## config.mk

```make
export PLATFORM = sky130hd
export DESIGN_NAME = tmr_capture_compare
export DESIGN_NICKNAME = d
export VERILOG_FILES = /design/src/rtl/tmr_capture_compare.v
export VERILOG_INCLUDE_DIRS = /design/src /design/src/include
export SDC_FILE = /design/constraint.sdc
export NUM_CORES = 1
export LEC_CHECK = 0
export ABC_CLOCK_PERIOD_IN_PS = 5200
export BUFFER_PORTS_ARGS = -buffer_cell sky130_fd_sc_hd__buf_2
export CAP_MARGIN = 15
export CORE_MARGIN = 5
export CORE_UTILIZATION = 30
export DETAILED_ROUTE_END_ITERATION = 6
export GPL_ROUTABILITY_DRIVEN = 0
export PLACE_DENSITY = 0.56
export SLEW_MARGIN = 15
export SYNTH_ARGS = -nofsm -noshare
export SYNTH_HDL_FRONTEND = slang
export SYNTH_SLANG_ARGS = --single-unit
```

## constraint.sdc

```tcl
create_clock -name clock_i -period 5.2 [get_ports clock_i]
set_clock_uncertainty 0.05 [all_clocks]
set_input_delay 0 -clock clock_i [delete_from_list [all_inputs] [get_ports clock_i]]
set_output_delay 0 -clock clock_i [all_outputs]
set_load 0.03 [all_outputs]
```

## src/include/tmr_regs.vh

```
// Register map, field positions and reset values of the 16-bit timer block.
// Included by the timer RTL; definitions only.
`ifndef TMR_REGS_VH
`define TMR_REGS_VH

// Byte offsets on the register bus, one aligned word each
`define TMR_OFF_CTRL_A 8'h00
`define TMR_OFF_CTRL_B 8'h04
`define TMR_OFF_CTRL_C 8'h08
`define TMR_OFF_COUNT_LO 8'h0c
`define TMR_OFF_COUNT_HI 8'h10
`define TMR_OFF_CMP_A 8'h14
`define TMR_OFF_CMP_B 8'h18
`define TMR_OFF_CMP_C 8'h1c
`define TMR_OFF_CAPTURE 8'h20
`define TMR_OFF_FLAGS 8'h24

// Control register A fields
`define TMR_A_COM_A 7:6
`define TMR_A_COM_B 5:4
`define TMR_A_COM_C 3:2
`define TMR_A_WGM_LO 1:0

// Control register B fields
`define TMR_B_FILTER 7
`define TMR_B_EDGE 6
`define TMR_B_WGM_HI 4:3
`define TMR_B_CS 2:0

// Control register C force strobes
`define TMR_C_FORCE_A 7
`define TMR_C_FORCE_B 6
`define TMR_C_FORCE_C 5

// Flag register bits
`define TMR_F_CAPTURE 5
`define TMR_F_CMP_C 3
`define TMR_F_CMP_B 2
`define TMR_F_CMP_A 1
`define TMR_F_OVERFLOW 0

// Clock select codes
`define TMR_CS_STOP 3'h0
`define TMR_CS_DIV1 3'h1
`define TMR_CS_DIV8 3'h2
`define TMR_CS_DIV64 3'h3
`define TMR_CS_DIV256 3'h4
`define TMR_CS_DIV1024 3'h5
`define TMR_CS_EXT_FALL 3'h6
`define TMR_CS_EXT_RISE 3'h7

// Reset values
`define TMR_CTRL_RST 8'h00
`define TMR_WORD_RST 16'h0000
`define TMR_FLAGS_RST 6'h00

// Capture filter length in samples
`define TMR_FILTER_SAMPLES 4

`endif

```

## src/rtl/tmr_capture_compare.v

```verilog
// 16-bit timer/counter with prescaler, external clock, input capture,
// three compare channels and shared high-byte counter access.
// Assumes an AHB-Lite master with this block as the only slave, and pins
// already synchronous to clock_i.
//
// Operation
// RL1: Filter on: filtered capture changes only after four equal samples.
// RL2: Filter on: capture events are delayed by four clock cycles.
// RL3: Edge select zero triggers on falling edge, one on rising edge.
// RL4: Capture trigger copies counter into capture register and sets capture flag.
// RL5: In capture-register-top modes the capture pin is ignored entirely.
// RL6: Software writes zero to control B bit 5.
// RL7: Clock select 000 stops, 001 undivided, 010-101 divide by 8/64/256/1024.
// RL8: Clock select 110 counts external falling edges, 111 rising edges.
// RL9: External pin edges count even when that pin is driven as output.
// RL10: Force strobes act only in non-PWM waveform modes.
// RL11: Force strobe applies immediate match action per compare output mode.
// RL12: Force strobe sets no flag and never clears the counter.
// RL13: Force bits read back as zero.
// RL14: Software writes zero to control C bits 4 to 0.
// RL15: Counter accessed through two byte locations with shared temporary high byte.
// RL16: Counter write suppresses compare match on next timer tick, all channels.
// RL17: Control B: filter bit 7, edge bit 6, mode high 4:3, clock 2:0.
// RL18: Control C: force strobes A, B, C in bits 7, 6, 5.
// RL19: Software should avoid writing a running counter; matches may be missed.
// RL20: Waveform mode joins control B high bits with control A low bits.
// RL21: Modes 8, 10, 12 and 14 use capture register as top.
// RL22: Clock select 000 holds counter and raises no counting events.
//
// The register offsets and register access over AHB-Lite are this design's own decisions.
`include "tmr_regs.vh"

module tmr_capture_compare (
    // Clock and reset
    input wire clock_i,
    input wire rst_i,
    // AHB-Lite slave
    input wire hsel_i,
    input wire [31:0] haddr_i,
    input wire [1:0] htrans_i,
    input wire hwrite_i,
    input wire [2:0] hsize_i,
    input wire [31:0] hwdata_i,
    input wire hready_i,
    output reg hreadyout_o,
    output reg hresp_o,
    output reg [31:0] hrdata_o,
    // Timer pins
    input wire capture_pin_i,
    input wire external_clock_pin_i,
    output wire compare_output_a_o,
    output wire compare_output_b_o,
    output wire compare_output_c_o
);

    function is_fast;
        input [3:0] m;
        begin
            is_fast = (m == 4'h5) || (m == 4'h6) || (m == 4'h7) || (m == 4'he) || (m == 4'hf);
        end
    endfunction

    function is_dual;
        input [3:0] m;
        begin
            is_dual = (m == 4'h1) || (m == 4'h2) || (m == 4'h3) || (m[3:2] == 2'b10);
        end
    endfunction

    function is_pwm;
        input [3:0] m;
        begin
            is_pwm = is_fast(m) || is_dual(m);
        end
    endfunction

    // Capture register serves as top
    function icr_top;
        input [3:0] m;
        begin
            icr_top = m[3] & ~m[0]; // RL21
        end
    endfunction

    // Compare output mode field of one channel
    function [1:0] com_field;
        input [7:0] ctrl;
        input integer idx;
        begin
            case (idx)
                0: com_field = ctrl[`TMR_A_COM_A];
                1: com_field = ctrl[`TMR_A_COM_B];
                default: com_field = ctrl[`TMR_A_COM_C];
            endcase
        end
    endfunction

    // Register state
    reg [7:0] ctrl_a_reg;
    reg [7:0] ctrl_b_reg;
    reg [15:0] count_reg;
    reg [7:0] temp_reg;
    reg [15:0] cmp_reg [0:2];
    reg [15:0] capture_reg;
    reg [5:0] flags_reg;
    wire [2:0] oc_level;
    reg count_up_reg;
    reg block_reg;
    reg [9:0] pre_reg;
    reg ext_reg;
    reg ext_prev_reg;
    reg [`TMR_FILTER_SAMPLES-1:0] cap_hist_reg;
    reg cap_filt_reg;
    reg cap_prev_reg;

    // Bus state
    reg [7:0] addr_reg;
    reg wr_pend_reg;
    reg rd_pend_reg;

    wire [3:0] mode = {ctrl_b_reg[`TMR_B_WGM_HI], ctrl_a_reg[`TMR_A_WGM_LO]}; // RL20
    wire [2:0] clock_select = ctrl_b_reg[`TMR_B_CS];

    wire accept = hsel_i & htrans_i[1] & hready_i;
    wire wr_now = wr_pend_reg;
    wire wr_ctrl_c = wr_now && (addr_reg == `TMR_OFF_CTRL_C);
    wire wr_count_lo = wr_now && (addr_reg == `TMR_OFF_COUNT_LO);
    wire wr_count_hi = wr_now && (addr_reg == `TMR_OFF_COUNT_HI);
    wire rd_count_lo = rd_pend_reg && (addr_reg == `TMR_OFF_COUNT_LO);

    // Force strobes exist only for the write cycle
    wire [2:0] force_strobe = wr_ctrl_c ? {hwdata_i[`TMR_C_FORCE_C], hwdata_i[`TMR_C_FORCE_B],
        hwdata_i[`TMR_C_FORCE_A]} : 3'h0; // RL18

    // Timer tick selection
    reg tick;
    always @* begin
        case (clock_select)
            `TMR_CS_STOP: tick = 1'b0; // RL7 RL22
            `TMR_CS_DIV1: tick = 1'b1; // RL7
            // Prescaler runs free, so the first divided tick may come early
            `TMR_CS_DIV8: tick = &pre_reg[2:0]; // RL7
            `TMR_CS_DIV64: tick = &pre_reg[5:0]; // RL7
            `TMR_CS_DIV256: tick = &pre_reg[7:0]; // RL7
            `TMR_CS_DIV1024: tick = &pre_reg[9:0]; // RL7
            // Pin sampled regardless of its port direction
            `TMR_CS_EXT_FALL: tick = ext_prev_reg & ~ext_reg; // RL8 RL9
            default: tick = ~ext_prev_reg & ext_reg; // RL8 RL9
        endcase
    end

    // Top value per waveform mode
    reg [15:0] top;
    always @* begin
        case (mode)
            4'h1, 4'h5: top = 16'h00ff;
            4'h2, 4'h6: top = 16'h01ff;
            4'h3, 4'h7: top = 16'h03ff;
            4'h4, 4'h9, 4'hb, 4'hf: top = cmp_reg[0];
            4'h8, 4'ha, 4'hc, 4'he: top = capture_reg;
            default: top = 16'hffff;
        endcase
    end

    wire at_top = count_reg == top;
    wire at_bottom = count_reg == 16'h0000;
    wire dual = is_dual(mode);
    wire pwm = is_pwm(mode);

    // Capture path: unfiltered uses newest sample, filtered waits for agreement
    wire cap_level = ctrl_b_reg[`TMR_B_FILTER] ? cap_filt_reg : cap_hist_reg[0];
    wire cap_rise = cap_level & ~cap_prev_reg;
    wire cap_fall = ~cap_level & cap_prev_reg;
    wire cap_edge = ctrl_b_reg[`TMR_B_EDGE] ? cap_rise : cap_fall; // RL3
    wire cap_event = cap_edge & ~icr_top(mode); // RL5

    // Compare matches, removed on the tick after a counter write
    wire [2:0] match;
    genvar ch;
    generate
        for (ch = 0; ch < 3; ch = ch + 1) begin : g_match
            assign match[ch] = tick & ~block_reg & (count_reg == cmp_reg[ch]); // RL16
        end
    endgenerate

    always @(posedge clock_i or posedge rst_i) begin
        if (rst_i) begin
            pre_reg <= 10'h000;
            ext_reg <= 1'b0;
            ext_prev_reg <= 1'b0;
            cap_hist_reg <= {`TMR_FILTER_SAMPLES{1'b0}};
            cap_filt_reg <= 1'b0;
            cap_prev_reg <= 1'b0;
        end else begin
            pre_reg <= pre_reg + 10'h001;
            ext_reg <= external_clock_pin_i;
            ext_prev_reg <= ext_reg;
            cap_hist_reg <= {cap_hist_reg[`TMR_FILTER_SAMPLES-2:0], capture_pin_i};
            if (&cap_hist_reg || ~|cap_hist_reg) begin
                cap_filt_reg <= cap_hist_reg[`TMR_FILTER_SAMPLES-1]; // RL1 RL2
            end
            cap_prev_reg <= cap_level;
        end
    end

    // Counter, capture and flags
    reg [5:0] flag_set;
    always @* begin
        flag_set = 6'h00;
        flag_set[`TMR_F_CAPTURE] = cap_event | (tick & at_top & icr_top(mode)); // RL4
        // Only real matches reach the flags, never force strobes
        flag_set[`TMR_F_CMP_A] = match[0]; // RL12
        flag_set[`TMR_F_CMP_B] = match[1];
        flag_set[`TMR_F_CMP_C] = match[2];
        flag_set[`TMR_F_OVERFLOW] = tick & (dual ? (at_bottom & ~count_up_reg) : at_top);
    end

    wire [5:0] flag_clr = (wr_now && addr_reg == `TMR_OFF_FLAGS) ? hwdata_i[5:0] : 6'h00;

    always @(posedge clock_i or posedge rst_i) begin
        if (rst_i) begin
            count_reg <= `TMR_WORD_RST;
            count_up_reg <= 1'b1;
            block_reg <= 1'b0;
            capture_reg <= `TMR_WORD_RST;
            flags_reg <= `TMR_FLAGS_RST;
        end else begin
            // Set beats a same-cycle write-one clear
            flags_reg <= (flags_reg & ~flag_clr) | flag_set;
            if (cap_event) begin
                capture_reg <= count_reg; // RL4
            end
            // Counter write wins over a same-cycle tick
            if (wr_count_lo) begin
                count_reg <= {temp_reg, hwdata_i[7:0]}; // RL15
                block_reg <= 1'b1; // RL16
            end else if (tick) begin
                block_reg <= 1'b0;
                if (dual) begin
                    if (count_up_reg && at_top) begin
                        count_up_reg <= 1'b0;
                        count_reg <= count_reg - 16'h0001;
                    end else if (!count_up_reg && at_bottom) begin
                        count_up_reg <= 1'b1;
                        count_reg <= count_reg + 16'h0001;
                    end else if (count_up_reg) begin
                        count_reg <= count_reg + 16'h0001;
                    end else begin
                        count_reg <= count_reg - 16'h0001;
                    end
                end else begin
                    count_up_reg <= 1'b1;
                    count_reg <= at_top ? 16'h0000 : count_reg + 16'h0001;
                end
            end
        end
    end

    // Compare output units
    generate
        for (ch = 0; ch < 3; ch = ch + 1) begin : g_out
            wire [1:0] com = com_field(ctrl_a_reg, ch);
            wire forced = force_strobe[ch] & ~pwm; // RL10
            wire toggle_ok = (ch == 0) && (mode == 4'he || mode == 4'hf ||
                mode[3:2] == 2'b10);
            // One flop per channel keeps a single driver on each output bit
            reg out_reg;
            assign oc_level[ch] = out_reg;
            always @(posedge clock_i or posedge rst_i) begin
                if (rst_i) begin
                    out_reg <= 1'b0;
                end else if (forced || (match[ch] && !pwm)) begin
                    // Force only drives the pin; counter is untouched
                    case (com)
                        2'b01: out_reg <= ~out_reg; // RL11
                        2'b10: out_reg <= 1'b0; // RL11
                        2'b11: out_reg <= 1'b1; // RL11
                        default: out_reg <= out_reg;
                    endcase
                end else if (pwm && com == 2'b01) begin
                    if (match[ch] && toggle_ok) begin
                        out_reg <= ~out_reg;
                    end
                end else if (pwm && com[1]) begin
                    if (match[ch]) begin
                        out_reg <= (dual && !count_up_reg) ? ~com[0] : com[0];
                    end else if (tick && at_top && !dual) begin
                        out_reg <= ~com[0];
                    end
                end
            end
        end
    endgenerate

    assign compare_output_a_o = oc_level[0];
    assign compare_output_b_o = oc_level[1];
    assign compare_output_c_o = oc_level[2];

    // Control, compare and temporary byte writes
    integer i;
    always @(posedge clock_i or posedge rst_i) begin
        if (rst_i) begin
            ctrl_a_reg <= `TMR_CTRL_RST;
            ctrl_b_reg <= `TMR_CTRL_RST;
            temp_reg <= 8'h00;
            for (i = 0; i < 3; i = i + 1) begin
                cmp_reg[i] <= `TMR_WORD_RST;
            end
        end else begin
            if (wr_now) begin
                case (addr_reg)
                    `TMR_OFF_CTRL_A: ctrl_a_reg <= hwdata_i[7:0];
                    // Reserved bit 5 is not stored
                    `TMR_OFF_CTRL_B: ctrl_b_reg <= hwdata_i[7:0] & 8'hdf; // RL17 RL6
                    `TMR_OFF_CMP_A: cmp_reg[0] <= hwdata_i[15:0];
                    `TMR_OFF_CMP_B: cmp_reg[1] <= hwdata_i[15:0];
                    `TMR_OFF_CMP_C: cmp_reg[2] <= hwdata_i[15:0];
                    default: ;
                endcase
            end
            if (wr_count_hi) begin
                temp_reg <= hwdata_i[7:0]; // RL15
            end else if (rd_count_lo) begin
                temp_reg <= count_reg[15:8]; // RL15
            end
        end
    end

    // Read mux, evaluated in the wait cycle of a read
    reg [31:0] rd_val;
    always @* begin
        case (addr_reg)
            `TMR_OFF_CTRL_A: rd_val = {24'h000000, ctrl_a_reg};
            `TMR_OFF_CTRL_B: rd_val = {24'h000000, ctrl_b_reg};
            `TMR_OFF_CTRL_C: rd_val = 32'h00000000; // RL13 RL14
            `TMR_OFF_COUNT_LO: rd_val = {24'h000000, count_reg[7:0]};
            `TMR_OFF_COUNT_HI: rd_val = {24'h000000, temp_reg}; // RL15
            `TMR_OFF_CMP_A: rd_val = {16'h0000, cmp_reg[0]};
            `TMR_OFF_CMP_B: rd_val = {16'h0000, cmp_reg[1]};
            `TMR_OFF_CMP_C: rd_val = {16'h0000, cmp_reg[2]};
            `TMR_OFF_CAPTURE: rd_val = {16'h0000, capture_reg};
            `TMR_OFF_FLAGS: rd_val = {26'h0, flags_reg & 6'h2f};
            default: rd_val = 32'h00000000;
        endcase
    end

    // AHB-Lite handshake: writes zero-wait, reads one wait state so a
    // preceding write has landed before the read value is taken
    always @(posedge clock_i or posedge rst_i) begin
        if (rst_i) begin
            addr_reg <= 8'h00;
            wr_pend_reg <= 1'b0;
            rd_pend_reg <= 1'b0;
            hreadyout_o <= 1'b1;
            hresp_o <= 1'b0;
            hrdata_o <= 32'h00000000;
        end else begin
            hresp_o <= 1'b0;
            if (rd_pend_reg) begin
                hrdata_o <= rd_val;
                rd_pend_reg <= 1'b0;
                hreadyout_o <= 1'b1;
            end
            if (accept) begin
                addr_reg <= {haddr_i[7:2], 2'b00};
                wr_pend_reg <= hwrite_i;
                rd_pend_reg <= ~hwrite_i;
                hreadyout_o <= hwrite_i;
            end else if (hready_i) begin
                wr_pend_reg <= 1'b0;
            end
        end
    end

endmodule

```

== Word-level counts from Yosys, hierarchy flattened ==
Cells that the tools add are included.
Storage, ports and cells
  output and inout bits: 37
  input port bits: 76
  word-level logic and storage cells: 238
  bits in registers: 173
Cells by class
  bitwise gates (word level): 40
  equal/unequal tests: 50
  reduce and logical (&&, ||, !) cells: 71
  $add $sub $neg: 3
  mux-type cells: 49
Operators by type and width (count)
  $pmux 16 s9: 1
  $mux 16: 7
  $pmux 16 s5: 1
  $eq 16x16->1: 4
  $mux 1: 32
  $eq 4x4->1 const B: 7
  $eq 6x3->1 const B: 4
  $logic_and 1x1->1: 20
  $and 1x1->1: 19
  $not 1->1: 17
  $add 16x1->16 const B: 1
  $eq 4x3->1 const B: 4
  $logic_not 16->1: 1
  $mux 8: 2
  $reduce_and 4->1: 4
  $sub 16x1->16 const B: 1
  $eq 2x2->1 const B: 7
  $logic_or 1x1->1: 14
  $eq 6x2->1 const B: 2
  $eq 6x4->1 const B: 2
  $ne 4x1->1 const B: 3
  $reduce_bool 2->1: 6
  $reduce_or 4->1: 3
  $add 10x1->10 const B: 1
  other kinds (29): 50

== Logic depth before layout (Yosys ltp) ==
Gate-level depths: netlist of run 1.
  depth after elaboration: 11
  mapped depth: 14
  gate-level depth less buffers: 12

== Least setup slack after synthesis of run 1 ==
OpenSTA, ideal clock, no wires.
  path type: reg2reg
  start point: register ctrl_a_reg[1]
  end point: register count_reg[11]
  library setup time: 0.124 ns
  path buffers: 2
  clock period less this slack: 3.194 ns
  required time: 5.026 ns
  arrival time: 3.020 ns
  stages on the path, launching flop included: 13
  path slack: 2.006 ns
  cells stage by stage: dfrtp_1 buf_6 or4b_1 buf_2 nor2_1 a211oi_1 a311oi_1 nand4b_1 or4_4 a211oi_2 nand2_1 a31o_1 a211o_1
On the way
  word-level cells in the longest chain between the ends: 9
  elaborated cells on any way between the ends: 30
  classes of those cells: eq/ne (15); mux (6); reduce/logical (9)
Ends and longest elaborated chain
  start, declared: RTL line tmr_capture_compare.v:99  | reg [7:0] ctrl_a_reg;
  start signal, assigned: RTL line tmr_capture_compare.v:303  | ctrl_a_reg <= `TMR_CTRL_RST;
  start signal, assigned: RTL line tmr_capture_compare.v:312  | `TMR_OFF_CTRL_A: ctrl_a_reg <= hwdata_i[7:0];
  $eq 4x4->1 (tied with other cells): RTL line tmr_capture_compare.v:155  | case (mode)
  $reduce_or 4->1 or $reduce_or 2->1 (tied branches): RTL line tmr_capture_compare.v:155
  $pmux 16 s5: RTL line tmr_capture_compare.v:155
  $eq 16x16->1: RTL line tmr_capture_compare.v:165  | wire at_top = count_reg == top;
  $logic_and 1x1->1: RTL line tmr_capture_compare.v:240  | if (count_up_reg && at_top) begin
  $mux 16: RTL line tmr_capture_compare.v:240
  $mux 16 *: RTL line tmr_capture_compare.v:239  | if (dual) begin
  $mux 16 *: RTL line tmr_capture_compare.v:237  | end else if (tick) begin
  $mux 16 *: RTL line tmr_capture_compare.v:234  | if (wr_count_lo) begin
  end signal, assigned: RTL line tmr_capture_compare.v:235  | count_reg <= {temp_reg, hwdata_i[7:0]};
  end signal, assigned: RTL line tmr_capture_compare.v:242  | count_reg <= count_reg - 16'h0001;
  end signal, assigned: RTL line tmr_capture_compare.v:245  | count_reg <= count_reg + 16'h0001;
  end, declared: RTL line tmr_capture_compare.v:101  | reg [15:0] count_reg;
Mark *: on every way between the ends. The rest lies on a longest branch, timed or not. The select of a mux whose other input is x is not followed.
A chain may end at the register's enable or synchronous reset.

== Worst setup path after layout of run 1 ==
  start point: register ctrl_a_reg[0]
  end point: register count_reg[12]
The elaborated chain is that of the path after synthesis.

==> run_results.csv, run 1 <==
group,metric,value,unit
run_status,status,"complete, no violations",
synth,synth-seq-cells,156,
floorplan,core,31300,µm²
floorplan,die_w,188,µm
min_path,hold_path.class,"in2reg",
cts,cts_sinks,156,
cts,postCtsSetupBuffers,0,
synth,synth_area_leaders,"dfrtp_1, mux2_2, xor2_1, nand2_1, nor2_1",
cts,root_buffer,"clkbuf_16",
global_route,grt_usage,16.5,%
job,cap_violations,0,
route,drt_first_pass_iters,5,
layout,layout_common_cells,"dfrtp_1, mux2_2, nand2_1",
global_route,grt_pass1_vias,7668,
synth,synth-edff-count,0,
route,drtIter0Drc,651,
route,wl,29500,µm
floorplan,die_h,188,µm
route,drcViolationCount,0,
synth,synth-compound-area-share,15.2,%
floorplan,boundaryPins,113,
sta,hold_viol_final,0,
global_route,grt_overflow_total,0,
setup_path,cpMostUsedCell,"a21oi_1",
pwr,p_leak,0.00470,µW
synth,synth_cells,974,
layout,largest_register_ffs,48,
synth,ys.flop_type,"dfrtp_1",
synth,synth_largest_type_area_fraction,40.7,%
sta,finalSetupTns,0,ns
synth,synth-async-reset-ratio,100,%
global_route,grt_max_degree,95,
synth,yosys.area_share.adder,0.529,%
synth,synth_cell_types,71,
layout,drive_gt1_share,21.5,%
global_route,antenna_found_initial,1,
cts,clk_pin_slew,0.07,ns
setup_path,reg2reg_from,"ctrl_a_reg[0]",
cts,clk_latency,0.43,ns
route,drtAntennaViolNets,0,
floorplan,initial_core_util,30.2,%
floorplan,num_rows,65,
synth,yosys.area_share.simple,14.7,%
synth,synth_warnings,0,
placement,io_buffer_count,49,
sta,setup_viol,0,
route,dr_total_vias,7860,
setup_path,slowest_stage,"dfrtp_1",
sta,rsz0062_at_grt,"false",
layout,layout.cells.most_common,"dfrtp_1",
synth,syn_area,9460,µm²
setup_path,start_kind,"flip-flop",
layout,n_antenna_cell,0,
cts,cts-buffers-inserted,17,
setup_path,setup.worst_path.class,"reg2reg",
pwr,fin_total_pwr,5020,µW
global_route,grt_first_pass_wirelength,46100,µm
setup_path,path_cells,"inv_1, a21oi_1, a21oi_1, mux2i_1, a2111o_1, or4_4, a21boi_4, nor2_1, or3_1, a211oi_2",
synth,ys_seq_area_share,41.3,%
pwr,p_per_area,462,nW/µm²
placement,dp_hpwl,20700,µm
sta,timing.slew.headroom,30.6,%
cts,cts_tree,"built",
setup_path,crit_arrival,4.51,ns
layout,syn2layout_area_growth,14.9,%
pwr,ir_worst_vdd,0.218,mV
synth,synth_area_leader_cell,"dfrtp_1",
sta,tightest_slew,1.03,ns
layout,nNetsFinal,1096,
setup_path,crit_required,5.48,ns
sta,slew_violations,0,
layout,fillers,3165,
min_path,min_from,"htrans_i[1]",
sta,max_freq,237,MHz
sta,timing.final.crit_period,4.22,ns
setup_path,critical_path.max_fanout,21,
synth,synthMuxAreaShare,15.4,%
cts,cts_max_level,4,
setup_path,cp-startpoint,"ctrl_a_reg[0]",
setup_path,cp-end-kind,"flip-flop",
route,via_per_inst,5.49,
synth,synth_top_family_by_area,"multiplexers",
synth,synthXorXnorAreaFrac,7.03,%
route,wl_per_cell,20.6,µm
setup_path,cpPeakStageDelay,0.96,ns
synth,avgSynthCellArea,9.72,µm²
floorplan,die_area,35200,µm²
sta,finalCritPeriodShare,81.2,%
cts,cts_buffer_depth,2,
## synthesized netlist by cell type, types with 5 or more instances
library cell	instances
nand3_1	25
nor3b_1	5
nand2_1	78
o22ai_1	32
nor4_1	19
mux4_2	8
xnor2_1	22
or3_1	12
and3_1	11
nor2_1	56
nor3_1	28
a31oi_1	9
xor2_1	54
nand4_1	7
mux2_2	96
buf_1	13
nand2b_1	20
inv_1	36
clkbuf_1	46
a22o_1	10
dfrtp_1	154
and2_1	5
a21oi_1	38
buf_4	17
mux2i_1	20
a221oi_1	6
a22oi_1	24
a21o_1	7
buf_2	8
o21ai_0	34
## per-stage QoR
| stage | worst slack [ns] | cell area [µm²] | cells | hold WS, ns | util, % |
|---|---|---|---|---|---|
| 3_5_place_dp | 1.11 | 10000 | 1372 | 0.0605 | 32.0 |
| 5_1_grt | 0.801 | 10900 | 1431 | 0.0393 | 34.7 |
| 3_3_place_gp | 1.15 | 10000 | 1372 | 0.0607 | 32.0 |
| 4_1_cts | 1.06 | 10900 | 1430 | 0.00725 | 34.7 |
| 6_report | 0.978 | 10900 | 1431 | 0.0135 | 34.7 |
| 2_1_floorplan | 0.947 | 9520 | 990 | -0.0186 | - |
## kinds of logic (layout without fill, tap and decap cells)
logic type / count (synthesis) / count (layout)
and+or+nand+nor: 282 / 282
AOI/OAI and AO/OA: 208 / 208
DFF: 156 / 156
muxes: 124 / 124
buffers and inverters: 123 / 162
xor gates and xnor gates: 76 / 76
adders and majority gates: 4 / 4
other: 1 / 17
## repair_timing
item | in CTS | in global routing
hold buffers | 26 | 0
resized for setup | 0 | 0
hold endpoints to repair | 173 | 0
## worst paths after layout
check | to | slack (ns) | cells past startpoint
min in group asynchronous | cap_filt_reg | 0.26 | 3
hold / removal | hreadyout_o | 0.01 | 3
max in group asynchronous | temp_reg[6] | 3.45 | 4
setup / recovery | count_reg[12] | 0.98 | 10
hold reg to reg | cap_hist_reg[3] | 0.34 | 0
setup reg to reg | count_reg[12] | 0.98 | 10
## routing by layer
| metal | wire length [µm] | track usage [%] |
|---|---|---|
| met1 | 13200 | 22.8 |
| met3 | 1710 | 3.20 |
| met2 | 13700 | 26.3 |
| met4 | 844 | 5.14 |
| met5 | 13 | 0 |
## power by group
group	switching, µW	internal [µW]
Sequential	555	1460
Clock	548	710
Combinational	956	790
## critical path: cells and delay by family, from the launching register on
family | cells | cell delay (ns)
AOI/OAI and AO/OA | 5 | 1.51
DFF | 1 | 0.96
and+or+nand+nor | 3 | 1.07
buffers and inverters | 1 | 0.38
muxes | 1 | 0.15
## cell type report
cell class                      count  area (µm²)  area share [%]
Timing Repair Buffer               93         641            5.89
Multi-Input combinational cell    711        5090            46.8
Clock inverter                     12         125            1.15
Inverter                           37         144            1.32
Sequential cell                   156        3910            35.9
Tap cell                          402         503            4.62
Clock buffer                       20         467            4.29
Power figures use the tool's default switching activity.
==> run 2: changes to the inputs <==
--- a/config.mk
+++ b/config.mk
@@ -6,14 +6,14 @@
 export SDC_FILE = /design/constraint.sdc
 export NUM_CORES = 1
 export LEC_CHECK = 0
-export ABC_CLOCK_PERIOD_IN_PS = 5200
+export ABC_CLOCK_PERIOD_IN_PS = 3600
 export BUFFER_PORTS_ARGS = -buffer_cell sky130_fd_sc_hd__buf_2
 export CAP_MARGIN = 15
 export CORE_MARGIN = 5
 export CORE_UTILIZATION = 30
 export DETAILED_ROUTE_END_ITERATION = 6
 export GPL_ROUTABILITY_DRIVEN = 0
-export PLACE_DENSITY = 0.56
+export PLACE_DENSITY = 0.57
 export SLEW_MARGIN = 15
 export SYNTH_ARGS = -nofsm -noshare
 export SYNTH_HDL_FRONTEND = slang
==> constraint.sdc (replaced) <==
create_clock -name clock_i -period 3.6 [get_ports clock_i]
set_clock_uncertainty 0.05 [all_clocks]
set_input_delay 0 -clock clock_i [delete_from_list [all_inputs] [get_ports clock_i]]
set_output_delay 0 -clock clock_i [all_outputs]
set_load 0.03 [all_outputs]
==> run_results.csv, run 2 (same netlist as run 1, synthesis figures left out) <==
group,metric,value,unit
global_route,grt_overflow_total,0,
floorplan,boundaryPins,113,
sta,setup_viol,0,
setup_path,critical_path.max_fanout,21,
sta,timing.final.crit_period,3.44,ns
placement,post-place-ws,0.104,ns
placement,placed_area,10400,µm²
pwr,p_per_area,682,nW/µm²
route,drcViolationCount,0,
cts,root_buffer,"clkbuf_16",
placement,numPlacedInstances,1420,
layout,nNetsFinal,1144,
cts,cts_max_level,4,
floorplan,die_area,35200,µm²
global_route,grt_usage,17.4,%
sta,max_freq,291,MHz
setup_path,cp-end-kind,"flip-flop",
job,cap_violations,0,
cts,cts_sinks,156,
placement,io_buffer_count,49,
layout,drive_gt1_share,25.2,%
placement,dp_hpwl,22400,µm
floorplan,die_w,188,µm
global_route,grt_pass1_vias,8062,
layout,final_cell_count_no_fill,1479,
layout,layout_common_cells,"dfrtp_1, mux2_2, nand2_1",
cts,clk_pin_slew,0.07,ns
pwr,p_leak,0.00496,µW
setup_path,setup.worst_path.class,"reg2reg",
floorplan,initial_core_util,30.2,%
route,wl_per_cell,21.0,µm
setup_path,crit_arrival,3.71,ns
floorplan,core,31300,µm²
route,wl,31000,µm
sta,rsz0062_at_grt,"false",
sta,hold_viol_final,0,
route,drtIter0Drc,781,
setup_path,start_kind,"flip-flop",
layout,fin_area,11300,µm²
cts,cts_tree,"built",
route,drt_first_pass_iters,6,
sta,finalSetupTns,0,ns
layout,layout.cells.most_common,"dfrtp_1",
floorplan,die_h,188,µm
sta,finalCritPeriodShare,95.5,%
sta,timing.hold.ws,0.0174,ns
layout,n_antenna_cell,0,
cts,cts-buffers-inserted,17,
run_status,status,"complete, no violations",
setup_path,crit_required,3.87,ns
min_path,hold_path.class,"in2reg",
global_route,antenna_found_initial,1,
sta,layout_setup_ws,0.161,ns
sta,timing.slew.headroom,35.4,%
route,via_per_inst,5.43,
pwr,ir_worst_vdd,0.362,mV
route,drtAntennaViolNets,0,
route,dr_total_vias,8031,
cts,clk_latency,0.43,ns
sta,slew_violations,0,
global_route,grt_max_degree,87,
floorplan,num_rows,65,
layout,largest_register_ffs,48,
global_route,grt_first_pass_wirelength,48000,µm
cts,cts_buffer_depth,2,
layout,syn2layout_area_growth,19.7,%
sta,tightest_slew,0.967,ns
-- run 2: cell types whose count changed in the layout (fill, tap and decap cells not counted), moves of 2 or more --
cell,change
clkinvlp_4,+2
buf_12,+5
buf_4,+43
clkbuf_8,-2
-- run 2: area by class of cell --
class | count | area (µm²)
fill | 3105 | 20000
multi-input combinational | 711 | 5120
sequential | 156 | 3910
timing repair buffer | 141 | 1060
tap | 402 | 503
clock buffer | 19 | 443
clock inverter | 13 | 154
inverter | 37 | 143
-- run 2: worst paths after layout --
kind	start	endpoint	cells past startpoint	slack [ns]
setup / recovery	ctrl_a_reg[0]	count_reg[11]	11	0.16
hold / removal	htrans_i[1]	hreadyout_o	3	0.02
setup reg to reg	ctrl_a_reg[0]	count_reg[11]	11	0.16
hold reg to reg	cap_hist_reg[2]	cap_hist_reg[3]	0	0.35
max in group asynchronous	rst_i	capture_reg[11]	4	2.24
min in group asynchronous	rst_i	count_reg[7]	3	0.28
-- run 2: worst max-delay path: stages, from the launching register on --
cell,delay [ns]
dfrtp_1,0.40
buf_12,0.16
or4b_1,0.58
nor2_1,0.13
a211oi_1,0.06
a211oi_1,0.19
nand4_1,0.17
or4_4,0.63
a211oi_2,0.29
nand2_1,0.14
a31o_1,0.22
a211o_1,0.29
-- run 2: through the flow --
stage               power (µW)  utilization, %
finish                    7730            36.2
global route              8120            36.2
CTS                       7640            36.0
detailed placement        5740            33.3
global placement          5700            33.3
floorplan                 4580               -
-- run 2: report_power, final --
group          internal, µW  switching [µW]
registers              2120             507
clock network          1060             803
logic                  1420            1820
-- run 2: routing by layer --
layer	up-vias	track usage, %	wire, µm
li1	3682	-	-
met1	3980	23.7	13400
met2	316	27.8	14600
met3	51	3.63	2240
met4	2	5.14	729
met5	-	0	14
-- run 2: timing repair --
item | in CTS | in global routing
hold buffers | 26 | 0
setup endpoints to repair | 0 | 12
resized for setup | 0 | 5
setup buffers | 0 | 1
endpoints found under the hold margin | 114 | 0
==> run 3: changes to the inputs <==
--- a/config.mk
+++ b/config.mk
@@ -10,11 +10,13 @@
 export BUFFER_PORTS_ARGS = -buffer_cell sky130_fd_sc_hd__buf_2
 export CAP_MARGIN = 15
 export CORE_MARGIN = 5
-export CORE_UTILIZATION = 30
+export CORE_UTILIZATION = 54
 export DETAILED_ROUTE_END_ITERATION = 6
 export GPL_ROUTABILITY_DRIVEN = 0
-export PLACE_DENSITY = 0.57
+export GPL_TIMING_DRIVEN = 0
+export PLACE_DENSITY = 0.87
 export SLEW_MARGIN = 15
 export SYNTH_ARGS = -nofsm -noshare
 export SYNTH_HDL_FRONTEND = slang
 export SYNTH_SLANG_ARGS = --single-unit
+export TNS_END_PERCENT = 10
==> run_results.csv, run 3 (same netlist as run 1, synthesis figures left out) <==
group,metric,value,unit
placement,io_buffer_count,48,
setup_path,reg2reg_depth,13,
setup_path,reg2reg_from,"ctrl_b_reg[3]",
cts,cts_max_level,4,
floorplan,initial_core_util,54.9,%
route,drtIter0Drc,1364,
setup_path,slowest_stage,"or4_4",
setup_path,cp-end-kind,"flip-flop",
sta,timing.final.crit_period,3.62,ns
pwr,p_per_area,688,nW/µm²
cts,clk_latency,0.44,ns
layout,n_antenna_cell,0,
global_route,top_usage_layer,"met2",
setup_path,critical_path.max_fanout,8,
global_route,antenna_found_initial,0,
pwr,p_leak,0.00490,µW
setup_path,setup.worst_path.class,"reg2reg",
cts,clk_pin_slew,0.06,ns
route,wl_per_cell,23.9,µm
global_route,met2_usage,47.7,%
setup_path,cp-startpoint,"ctrl_b_reg[3]",
floorplan,core,17200,µm²
floorplan,die_area,20300,µm²
run_status,status,"complete, but fails checks",
cts,cts_buffer_depth,2,
layout,multi_input_area,5150,µm²
sta,setup_viol,4,
global_route,grt_pass1_vias,8998,
min_path,hold_path.class,"in2reg",
sta,timing.hold.ws,-0.000270,ns
setup_path,crit_required,3.86,ns
min_path,min_from,"htrans_i[1]",
setup_path,path_cells,"or4b_4, buf_6, nor2_2, a211oi_1, a211oi_1, nand4_1, or4_4, a21boi_4, buf_8, buf_4, mux2i_1, mux2i_1, nand2_1",
setup_path,start_kind,"flip-flop",
floorplan,die_h,142,µm
cts,cts-buffers-inserted,17,
global_route,met3_usage,11.7,%
sta,timing.slew.headroom,25.1,%
setup_path,crit_arrival,3.89,ns
global_route,grt_first_pass_wirelength,49400,µm
global_route,grt_usage,31.5,%
sta,hold_viol_final,1,
layout,seqCellArea,3910,µm²
layout,fillers,1241,
pwr,ir_worst_vdd,0.465,mV
global_route,grt_overflow_total,0,
layout,final_cell_count_no_fill,1333,
cts,root_buffer,"clkbuf_16",
layout,syn2layout_area_growth,17.9,%
setup_path,cp_top_family,"simple AND/OR/NAND/NOR gates",
floorplan,boundaryPins,113,
setup_path,r2r_end,"count_reg[5]",
route,drcViolationCount,1,
sta,tightest_slew,1.12,ns
floorplan,die_w,142,µm
layout,fin_util,64.7,%
layout,layout.cells.most_common,"dfrtp_1",
min_path,holdPathEnd,"hreadyout_o",
placement,numPlacedInstances,1269,
route,dr_total_vias,9090,
job,cap_violations,0,
layout,nNetsFinal,1177,
sta,max_freq,276,MHz
route,via_per_inst,6.82,
sta,finalCritPeriodShare,101,%
cts,cts_tree,"built",
setup_path,reg2reg_setup_slack,-0.02,ns
pwr,fin_total_pwr,7680,µW
layout,largest_register_ffs,48,
layout,drive_gt1_share,23.1,%
route,drtAntennaViolNets,0,
global_route,grt_max_degree,37,
cts,cts_sinks,156,
setup_path,path_buf_inv,3,
sta,slew_violations,0,
placement,dp_hpwl,22100,µm
layout,layout_common_cells,"dfrtp_1, mux2_2, nand2_1",
setup_path,cpPeakStageDelay,0.65,ns
global_route,use_met1,37.7,%
sta,layout_setup_ws,-0.0238,ns
floorplan,num_rows,48,
run_status,violations,"design-rule violations, negative hold slack, negative setup slack",
route,drt_first_pass_iters,7,
min_path,hold_depth,3,
route,wl,31900,µm
==> run 3: cell count changes in the layout (fill, tap and decap cells not counted), moves of 3 or more <==
| cell | delta |
|---|---|
| clkbuf_1 | +42 |
| buf_6 | +4 |
| buf_1 | +13 |
| buf_2 | +3 |
| inv_6 | -3 |
| buf_4 | -32 |
==> run 3: worst max-delay path by stage <==
stage	endpoint	slack [ns]	cells after the start
CTS	count_reg[10]	0.01	13
finish	count_reg[5]	-0.02	13
global route	count_reg[6]	-0.04	13
detailed placement	count_reg[2]	-0.14	12
floorplan	count_reg[11]	0.41	12
global placement	cmp_reg[19]	-0.44	5
==> run 3: cell type report <==
class | instances | area share [%]
Buffer | 84 | 3.89
Clock buffer | 21 | 4.13
Clock inverter | 9 | 0.796
Inverter | 37 | 1.28
Multi-Input combinational cell | 711 | 46.2
Sequential cell | 156 | 35.0
Tap cell | 225 | 2.52
Timing Repair Buffer | 90 | 6.20
==> run 3: power breakdown <==
part / leakage [µW] / total, µW / internal, µW / switching (µW)
Clock: 0.000262 / 1720 / 981 / 734
Sequential: 0.00192 / 2600 / 2120 / 485
Combinational: 0.00272 / 3360 / 1320 / 2040
Total: 0.00490 / 7680 / 4420 / 3260
==> run 3: tightest hold or removal path, stage by stage <==
cell	delay, ns
buf_2	0.09
nand3_1	0.27
a21oi_1	0.12
==> run 3: per-stage QoR <==
step | setup WS, ns | cell area, µm² | setup TNS [ns]
floorplan | 0.406 | 9530 | 0
global placement | -0.444 | 10000 | -7.20
detailed placement | -0.137 | 10200 | -0.595
CTS | 0.0112 | 11000 | 0
global route | -0.0426 | 11200 | -0.191
finish | -0.0238 | 11200 | -0.0706
==> run 3: timing repair <==
| item | CTS | global route |
|---|---|---|
| endpoints found under the hold margin | 115 | 0 |
| setup endpoints to repair | 14 | 16 |
| gates resized for setup | 7 | 29 |
| pin swaps | 0 | 8 |
| hold buffers | 26 | 0 |
| buffers inserted | 0 | 10 |
==> run 3: metal layers <==
layer  vias up  part of all wire (%)
li1       3741                     -
met1      4257                    34
met2       837                    44
met3       255                    14
met4         0                   8.2
met5         -                     0
